===== src/rtl/cxerm_pkg.sv =====
// Package of constants and types for the receive error monitor
package cxerm_pkg;

    localparam int unsigned CXERM_LINKS = 4;
    localparam int unsigned CXERM_SHORT_W = 13;
    localparam int unsigned CXERM_LONG_W = 25;
    localparam int unsigned CXERM_ADDR_W = 8;
    localparam int unsigned CXERM_DATA_W = 32;

    // Register byte addresses, one aligned word each
    localparam logic [7:0] CXERM_OFS_TAG_JUMP = 8'h00;
    localparam logic [7:0] CXERM_OFS_STREAM_ID = 8'h04;
    localparam logic [7:0] CXERM_OFS_MARKER = 8'h08;
    localparam logic [7:0] CXERM_OFS_STARTUP = 8'h0c;
    localparam logic [7:0] CXERM_OFS_DROPPED = 8'h10;
    localparam logic [7:0] CXERM_OFS_DAMAGED = 8'h14;
    localparam logic [7:0] CXERM_OFS_LINK_SEL = 8'h18;
    localparam logic [7:0] CXERM_OFS_LINK_CRC_CNT = 8'h1c;
    localparam logic [7:0] CXERM_OFS_LINK_FLAGS = 8'h20;
    localparam logic [7:0] CXERM_OFS_IRQ_STATUS = 8'h24;
    localparam logic [7:0] CXERM_OFS_IRQ_MASK = 8'h28;

    // Link flag register layout
    localparam int unsigned CXERM_FLAG_STREAM_LSB = 0;
    localparam int unsigned CXERM_FLAG_ACK_LSB = 4;

    // Interrupt status bit positions
    localparam int unsigned CXERM_IRQ_TAG = 0;
    localparam int unsigned CXERM_IRQ_SID = 1;
    localparam int unsigned CXERM_IRQ_MARK = 2;
    localparam int unsigned CXERM_IRQ_START = 3;
    localparam int unsigned CXERM_IRQ_DROP = 4;
    localparam int unsigned CXERM_IRQ_DAMAGE = 5;
    localparam int unsigned CXERM_IRQ_CRC = 6;
    localparam int unsigned CXERM_IRQ_W = 7;

    localparam logic [CXERM_IRQ_W-1:0] CXERM_IRQ_RESET = 7'h00;
    localparam logic [1:0] CXERM_SEL_RESET = 2'h0;

    // Error events from the packet decoder, one-cycle pulses
    typedef struct packed {
        logic image_tag_jump;
        logic stream_id_mismatch;
        logic marker_fault;
        logic first_word_valid;
        logic first_word_is_header;
        logic frame_dropped;
        logic frame_damaged;
        logic [CXERM_LINKS-1:0] stream_crc_fail;
        logic [CXERM_LINKS-1:0] ack_crc_fail;
    } cxerm_events_s;

    // Register port request
    typedef struct packed {
        logic [CXERM_ADDR_W-1:0] addr;
        logic [CXERM_DATA_W-1:0] wdata;
        logic wr;
        logic rd;
    } cxerm_bus_s;

    typedef enum logic [1:0] {
        CXERM_WAIT_FIRST = 2'b00,
        CXERM_RUNNING = 2'b01
    } cxerm_start_e;

endpackage : cxerm_pkg


===== src/rtl/cxerm_sat_counter.sv =====
// Error counter with overflow flag above the count field
`timescale 1ns/1ps
`default_nettype none
module cxerm_sat_counter
    import cxerm_pkg::*;
#(
    parameter int unsigned W = CXERM_SHORT_W
) (
    input wire logic clk,
    input wire logic reset,
    input wire logic inc,
    output logic [W-1:0] value
);
    localparam logic [W-2:0] COUNT_MAX = '1;

    logic [W-2:0] count;
    logic ovf;
    wire wrap = inc && (count == COUNT_MAX);

    // Count keeps wrapping after overflow; software treats it as undefined
    always_ff @(posedge clk or posedge reset) begin
        if (reset) begin
            count <= '0;
            ovf <= 1'b0;
        end else if (inc) begin
            count <= count + 1'b1;
            if (wrap) begin
                ovf <= 1'b1;
            end
        end
    end

    assign value = {ovf, count};
endmodule : cxerm_sat_counter
`default_nettype wire


===== src/rtl/cxerm_monitor.sv =====
// Receive path error monitor with counters, link flags and interrupt
//
// Summary of operation
// - Count image tag jumps, thirteen bits
// - Count stream identifier mismatches
// - Low twelve bits count, bit twelve overflows
// - Count stream marker ordering faults
// - Flag non-header first word after reset
// - Count frames dropped for header/overlap errors
// - Frame counters: 24-bit count, overflow bit 24
// - Count forwarded frames with damaged pixels
// - Per-link CRC counter read through selector
// - Per-link sticky stream CRC fail flag
// - Per-link sticky acknowledge CRC fail flag
`timescale 1ns/1ps
`default_nettype none
module cxerm_monitor
    import cxerm_pkg::*;
(
    input wire logic clk,
    input wire logic reset,
    input wire cxerm_events_s events,
    input wire logic [CXERM_ADDR_W-1:0] bus_addr,
    input wire logic [CXERM_DATA_W-1:0] bus_wdata,
    input wire logic bus_wr,
    input wire logic bus_rd,
    output logic [CXERM_DATA_W-1:0] bus_rdata,
    output logic irq
);
    logic [CXERM_SHORT_W-1:0] tag_jump_value;
    logic [CXERM_SHORT_W-1:0] stream_id_value;
    logic [CXERM_SHORT_W-1:0] marker_value;
    logic [CXERM_LONG_W-1:0] dropped_value;
    logic [CXERM_LONG_W-1:0] damaged_value;
    logic [CXERM_SHORT_W-1:0] link_crc_value [CXERM_LINKS];
    logic [CXERM_LINKS-1:0] link_stream_checksum_fail_flag;
    logic [CXERM_LINKS-1:0] link_ack_checksum_fail_flag;
    logic startup_unexpected_data_flag;
    cxerm_start_e start_state;
    logic [1:0] link_sel;
    logic [CXERM_IRQ_W-1:0] irq_status;
    logic [CXERM_IRQ_W-1:0] irq_mask;
    logic [CXERM_DATA_W-1:0] next_rdata;
    logic [CXERM_IRQ_W-1:0] next_irq_status;

    cxerm_bus_s req;
    assign req = '{addr: bus_addr, wdata: bus_wdata, wr: bus_wr, rd: bus_rd};

    function automatic logic hit(input logic [CXERM_ADDR_W-1:0] a,
                                 input logic [CXERM_ADDR_W-1:0] ofs);
        hit = (a == ofs);
    endfunction : hit

    // Event counters
    cxerm_sat_counter #(.W(CXERM_SHORT_W)) u_tag_jump (
        .clk(clk), .reset(reset), .inc(events.image_tag_jump), .value(tag_jump_value)
    );
    cxerm_sat_counter #(.W(CXERM_SHORT_W)) u_stream_id (
        .clk(clk), .reset(reset), .inc(events.stream_id_mismatch), .value(stream_id_value)
    );
    cxerm_sat_counter #(.W(CXERM_SHORT_W)) u_marker (
        .clk(clk), .reset(reset), .inc(events.marker_fault), .value(marker_value)
    );
    cxerm_sat_counter #(.W(CXERM_LONG_W)) u_dropped (
        .clk(clk), .reset(reset), .inc(events.frame_dropped), .value(dropped_value)
    );
    cxerm_sat_counter #(.W(CXERM_LONG_W)) u_damaged (
        .clk(clk), .reset(reset), .inc(events.frame_damaged), .value(damaged_value)
    );

    // A CRC fail on either packet kind counts once per cycle per link
    wire [CXERM_LINKS-1:0] link_crc_event = events.stream_crc_fail | events.ack_crc_fail;

    genvar gi;
    generate
        for (gi = 0; gi < CXERM_LINKS; gi++) begin : g_link
            cxerm_sat_counter #(.W(CXERM_SHORT_W)) u_crc (
                .clk(clk), .reset(reset), .inc(link_crc_event[gi]),
                .value(link_crc_value[gi])
            );
        end
    endgenerate

    // One process owns each flag vector; flags only ever set until reset
    wire [CXERM_LINKS-1:0] next_stream_flags =
        link_stream_checksum_fail_flag | events.stream_crc_fail;
    wire [CXERM_LINKS-1:0] next_ack_flags = link_ack_checksum_fail_flag | events.ack_crc_fail;

    always_ff @(posedge clk or posedge reset) begin
        if (reset) begin
            link_stream_checksum_fail_flag <= '0;
            link_ack_checksum_fail_flag <= '0;
        end else begin
            link_stream_checksum_fail_flag <= next_stream_flags;
            link_ack_checksum_fail_flag <= next_ack_flags;
        end
    end

    // Only the first word after reset is judged; later words are ignored
    wire first_word_bad = (start_state == CXERM_WAIT_FIRST) && events.first_word_valid &&
                          !events.first_word_is_header;

    always_ff @(posedge clk or posedge reset) begin
        if (reset) begin
            start_state <= CXERM_WAIT_FIRST;
            startup_unexpected_data_flag <= 1'b0;
        end else begin
            case (start_state)
                CXERM_WAIT_FIRST: begin
                    if (events.first_word_valid) begin
                        start_state <= CXERM_RUNNING;
                    end
                    if (first_word_bad) begin
                        startup_unexpected_data_flag <= 1'b1;
                    end
                end
                CXERM_RUNNING: begin
                    start_state <= CXERM_RUNNING;
                end
                default: begin
                    start_state <= CXERM_WAIT_FIRST;
                end
            endcase
        end
    end

    // Interrupt events and write-one-to-clear, set wins over clear
    wire [CXERM_IRQ_W-1:0] irq_events = {
        |link_crc_event,
        events.frame_damaged,
        events.frame_dropped,
        first_word_bad,
        events.marker_fault,
        events.stream_id_mismatch,
        events.image_tag_jump
    };
    wire status_wr = req.wr && hit(req.addr, CXERM_OFS_IRQ_STATUS);
    wire mask_wr = req.wr && hit(req.addr, CXERM_OFS_IRQ_MASK);
    wire sel_wr = req.wr && hit(req.addr, CXERM_OFS_LINK_SEL);
    wire [CXERM_IRQ_W-1:0] clear_bits = status_wr ? req.wdata[CXERM_IRQ_W-1:0] : '0;
    assign next_irq_status = (irq_status & ~clear_bits) | irq_events;

    always_ff @(posedge clk or posedge reset) begin
        if (reset) begin
            irq_status <= CXERM_IRQ_RESET;
            irq_mask <= CXERM_IRQ_RESET;
            link_sel <= CXERM_SEL_RESET;
            irq <= 1'b0;
        end else begin
            irq_status <= next_irq_status;
            if (mask_wr) begin
                irq_mask <= req.wdata[CXERM_IRQ_W-1:0];
            end
            if (sel_wr) begin
                link_sel <= req.wdata[1:0];
            end
            irq <= |(irq_status & irq_mask);
        end
    end

    // Read decode; counters are never touched by reads
    wire [CXERM_LINKS-1:0] sel_stream = link_stream_checksum_fail_flag;
    wire [CXERM_LINKS-1:0] sel_ack = link_ack_checksum_fail_flag;

    always_comb begin
        next_rdata = '0;
        case (req.addr)
            CXERM_OFS_TAG_JUMP: next_rdata[CXERM_SHORT_W-1:0] = tag_jump_value;
            CXERM_OFS_STREAM_ID: next_rdata[CXERM_SHORT_W-1:0] = stream_id_value;
            CXERM_OFS_MARKER: next_rdata[CXERM_SHORT_W-1:0] = marker_value;
            CXERM_OFS_STARTUP: next_rdata[0] = startup_unexpected_data_flag;
            CXERM_OFS_DROPPED: next_rdata[CXERM_LONG_W-1:0] = dropped_value;
            CXERM_OFS_DAMAGED: next_rdata[CXERM_LONG_W-1:0] = damaged_value;
            CXERM_OFS_LINK_SEL: next_rdata[1:0] = link_sel;
            CXERM_OFS_LINK_CRC_CNT: next_rdata[CXERM_SHORT_W-1:0] = link_crc_value[link_sel];
            CXERM_OFS_LINK_FLAGS: begin
                next_rdata[CXERM_FLAG_STREAM_LSB +: CXERM_LINKS] = sel_stream;
                next_rdata[CXERM_FLAG_ACK_LSB +: CXERM_LINKS] = sel_ack;
            end
            CXERM_OFS_IRQ_STATUS: next_rdata[CXERM_IRQ_W-1:0] = irq_status;
            CXERM_OFS_IRQ_MASK: next_rdata[CXERM_IRQ_W-1:0] = irq_mask;
            default: next_rdata = '0;
        endcase
    end

    // Read data valid only in the cycle after the strobe
    always_ff @(posedge clk or posedge reset) begin
        if (reset) begin
            bus_rdata <= '0;
        end else begin
            bus_rdata <= req.rd ? next_rdata : '0;
        end
    end
endmodule : cxerm_monitor
`default_nettype wire


===== config.mk =====
export PLATFORM = sky130hd
export DESIGN_NAME = cxerm_monitor
export DESIGN_NICKNAME = d
export VERILOG_FILES = /design/src/rtl/cxerm_pkg.sv /design/src/rtl/cxerm_sat_counter.sv /design/src/rtl/cxerm_monitor.sv
export SDC_FILE = /design/constraint.sdc
export NUM_CORES = 1
export LEC_CHECK = 0
export ABC_AREA = 1
export BUFFER_PORTS_ARGS = -buffer_cell sky130_fd_sc_hd__buf_4
export CAP_MARGIN = 10
export CORE_MARGIN = 5
export CORE_UTILIZATION = 37
export DETAILED_ROUTE_END_ITERATION = 12
export PLACE_DENSITY = 0.51
export SLEW_MARGIN = 20
export SYNTH_ARGS = -nofsm -noshare
export SYNTH_HDL_FRONTEND = slang
export SYNTH_HIERARCHICAL = 1
export SYNTH_SLANG_ARGS = --single-unit

===== constraint.sdc =====
create_clock -name clk -period 2.4 [get_ports clk]
set_input_delay 0.72 -clock clk [delete_from_list [all_inputs] [get_ports clk]]
set_output_delay 0.72 -clock clk [all_outputs]
set_load 0.1 [all_outputs]

======== Word level (Yosys, flattened, before mapping) ========
Index checks and enable logic that the tools add are counted.
word-level totals
  word-level logic and storage cells ...... 108
  input port bits ......................... 59
  register bits after elaboration ......... 194
cells by class
  mux-type cells .......................... 13
  order comparisons ....................... 1
  eq/ne operators ......................... 21
  reduce and logical (&&, ||, !) cells .... 29
  bitwise operators ....................... 8
  add/subtract/negate cells ............... 9
operators with widths
  kind                     number
  $add A12 B1 Y12 const B  7
  $eq A12 B12 Y1 const B   7
  $add A24 B1 Y24 const B  2
  $eq A24 B24 Y1 const B   2
  $pmux W5 S9              1
  $eq A8 B5 Y1 const B     4
  $pmux W5 S6              1
  $bmux W13 S2             1
  $mux W13                 2
  $mux W25                 1
  $eq A8 B6 Y1 const B     3
  $pmux W12 S2             1
  $reduce_and A2 Y1        10
  $eq A8 B4 Y1 const B     2
  $and A7 B7 Y7            2
  $logic_and A1 B1 Y1      14
  $or A4 B4 Y4             3
  $pmux W1 S11             1
  $pmux W1 S10             1
  $eq A8 B3 Y1 const B     1
  $logic_not A8 Y1         1
  $mux W7                  1
  $not A7 Y7               1
  $or A7 B7 Y7             1
  other kinds (11)         11

======== Longest topological paths before layout ========
  depth in word-level cells ............... 6
  depth in mapped cells ................... 10
  mapped depth without buffers ............ 9

======== Cells and area by module ========
The synthesis kept the hierarchy.
modules (own cells, without submodules)
  module                                    area an instance (um^2)  cells an instance  seq. area each (um^2)  instances
  cxerm_sat_counter at g_link[0].u_crc ...  655.6                    74                 325.3                  7
  cxerm_monitor                             3673.5                   541                1301.2                 1
  cxerm_sat_counter at u_damaged ...        1396.3                   187                625.6                  2

======== Worst setup path before layout ========
Ideal clock, no wire load.
  path type ............................... input-to-reg
  from .................................... input bus_addr[1]
  to ...................................... register irq_mask[0]
  buffers on the path ..................... 1
  cell stages on the path ................. 6
  setup time .............................. 0.119 ns
  arrival time ............................ 1.537 ns
  slack ................................... 0.744 ns
  path through ............................ nor2_2 -> nand3_2 -> nor4_4 -> buf_6 -> nand2_2 -> o21a_1
between the ends
  cells in the longest elaborated chain, start to end .. 2
ends and longest elaborated chain
  item                  RTL line              source
  from (decl)           cxerm_monitor.sv:23   input wire logic [CXERM_ADDR_W-1:0] bus_addr,
  $eq A8 B6 Y1          cxerm_monitor.sv:51   hit = (a == ofs);
  $logic_and A1 B1 Y1   cxerm_monitor.sv:138  wire mask_wr = req.wr && hit(req.addr, CXERM_OFS_IRQ_MASK);
  to (signal assigned)  cxerm_monitor.sv:152  irq_mask <= req.wdata[CXERM_IRQ_W-1:0];
  to (decl)             cxerm_monitor.sv:42   logic [CXERM_IRQ_W-1:0] irq_mask;
Every way passes these cells.
A chain may end at the register's enable or synchronous reset.

======== Worst setup path in the final report ========
  from .................................... register bus_rdata[3]
  to ...................................... output bus_rdata[3]
RTL lines
  item                    RTL line              source
  from (decl)             cxerm_monitor.sv:27   output logic [CXERM_DATA_W-1:0] bus_rdata,
  from (signal assigned)  cxerm_monitor.sv:191  bus_rdata <= req.rd ? next_rdata : '0;
No word-level cell between the ends.

==> reports/metrics.cfg <==
[status]
run_status = complete, no violations

[detailed_routing]
drt_iter0_drc = 550
vias = 8716
viasPerCell = 4.59
ant_nets = 0
wire_per_inst_um = 14.9
drt-total-wl_um = 28200
drc = 0
first_pass_iters = 5

[pwr]
peakVddDrop_uv = 544
p_total_mw = 9.18
p_leak_nw = 6.33
power.density_nw_per_um2 = 740

[cells_and_area]
final_cell_mix = 421 x nand2_1, 209 x inv_1, 193 x dfrtp_1, 134 x nand3_1, 113 x nor2_1
final_common_cell = nand2_1
final_cell_count_no_fill = 1900
fin_nets = 1565
diodes = 0
area_growth_pct = 12.2
fin_util_pct = 42.0
drive_above_1_share_pct = 16.0

[sta]
setup_viol = 0
fin_setup_tns_ps = 0
hold_violations = 0
max_slew_margin_pct = 63.3
min_period_ps = 1910
worst_slack_ps = 493
rsz0062_at_grt = false
tightest_slew_ps = 550
max_freq_ghz = 0.524
skew_ps = 12.0
finalCritPeriodShare_pct = 79.5
report.final.slew_viol_count = 0

[synth]
yosys_warnings = 6
synth_edf_count = 0
yosys.area.top_type_share_pct = 43.7
synth_top_area_cell = dfrtp_1
yosysSeqAreaShare_pct = 43.7
synth_top_flop_cell = dfrtp_1
synth.area.top_cells = dfrtp_1 44%, nand2_1 14%, inv_1 7.1%, nand3_1 6.1%, nor2_1 3.8%
avgSynthCellArea_um2 = 7.72
async_flop_share_pct = 100
synth_cell_types = 39
synth_area_um2 = 11100
ys_ff_latch = 193
syn_inst = 1433

[clock_network]
ctsHoldBuffers = 0
cts_max_level = 4
insertion_delay_ps = 450
postCtsSetupBuffers = 0
clk_path_buf_depth = 2
cts_sinks = 193
cts_tree = done
cts_resized = 0
cts_made_buffers = 17
clkTransAtPathRegs_ps = 80
root_buffer = clkbuf_16

[grt]
grt_usage_pct = 17.4
grt_pass1_wl_um = 45900
grt-ovfl-total = 0
grt_pass1_vias = 8554
antenna_found_initial = 0
grt_max_degree = 53

[die]
core_um2 = 29600
start_util_pct = 37.4
fp.dieH_um = 183
die_w_um = 183
dieArea_um2 = 33400
ios = 92
rows = 63

[critical_path]
critPathSlowestCell = dfrtp_1
r2r_slack_ps = 740
cp_max_fo = 1
cp.arrival_ps = 1190
crit_required_ps = 1680
path_cells = buf_4
crit_buf_inv = 1
cp-end-kind = output port
cpPeakStageDelay_ps = 420
path_class = reg2out
start_kind = flip-flop
crit_family = flip-flops

[place]
dp.cells = 1868
dp_hpwl_um = 22000
dp_slack_ps = 256
io_buffers = 59
gp_congestion = 0.853

[min_path]
hold_class = in2async

[job]
maxCapViolations = 0

## state kept, by name (all words and copies together) (netlist names), 2 cells and up
name,count
u_marker/count,12
irq_status,7
irq_mask,7
u_damaged/count,24
g_link.u_crc/ovf,4
bus_rdata,25
u_stream_id/count,12
link_stream_checksum_fail_flag,4
u_tag_jump/count,12
g_link.u_crc/count,48
link_ack_checksum_fail_flag,4
u_dropped/count,24
link_sel,2
## worst paths after layout
check                                from  cells after the start                   end
max                          bus_rdata[3]                      1          bus_rdata[3]
min                                 reset                      2  u_stream_id/count[1]
max reg2reg                   link_sel[0]                      7          bus_rdata[7]
min reg2reg                start_state[0]                      2        start_state[0]
max in group asynchronous           reset                      2   u_tag_jump/count[6]
min in group clk           start_state[0]                      2        start_state[0]
## through the flow
step / instance area (um^2) / hold WS, ps
finish: 12400 / 413
global route: 12400 / 443
CTS: 12400 / 410
detailed placement: 11900 / 434
global placement: 11900 / 427
floorplan: 11100 / 414
## report_power, final
part	internal, mW	switching [mW]	leakage (nW)
Combinational	0.775	1.14	3.64
Clock	1.36	1.41	0.267
Sequential	3.77	0.721	2.43
Total	5.91	3.27	6.33
## layout make-up
cell class / instances / area [um^2]
Tap cell: 390 / 488
Timing Repair Buffer: 76 / 583
Clock inverter: 14 / 123
Clock buffer: 18 / 429
Inverter: 230 / 868
Multi-Input combinational cell: 979 / 5080
Fill cell: 3125 / 17200
Sequential cell: 193 / 4830
## Yosys cell counts (11+ instances only)
library cell,n
xnor2_1,31
nand2_2,31
nand4_1,11
nand2_4,22
nand3_1,134
nor2_4,30
or2_2,12
nand2_1,421
o21ai_0,26
nor2_1,113
dfrtp_1,193
nor2_2,11
o21ai_1,29
xor2_1,31
buf_4,22
inv_2,12
a21oi_1,23
inv_1,210
## per-layer routing
layer / GRT usage [%] / share of wire, % / vias up
li1: - / - / 4497
met1: 24.4 / 48 / 4074
met2: 28.0 / 47 / 113
met3: 2.76 / 2.9 / 32
met4: 5.04 / 2.1 / 0
met5: 0 / 0 / -
## cell families (layout without fill, tap and decap cells)
| kind of cell | after synthesis | count (layout) | share of synthesized area [%] |
|---|---|---|---|
| fa+ha+maj | 9 | 9 | 1.02 |
| compound gates | 91 | 91 | 4.46 |
| flops | 193 | 193 | 43.7 |
| other cells | 1 | 7 | 0.0339 |
| buf+inv | 267 | 338 | 10.5 |
| mux | 7 | 7 | 0.713 |
| simple gates | 803 | 803 | 34.6 |
| xor+xnor | 62 | 62 | 4.91 |
No activity file was read; power rests on OpenSTA's default activity.
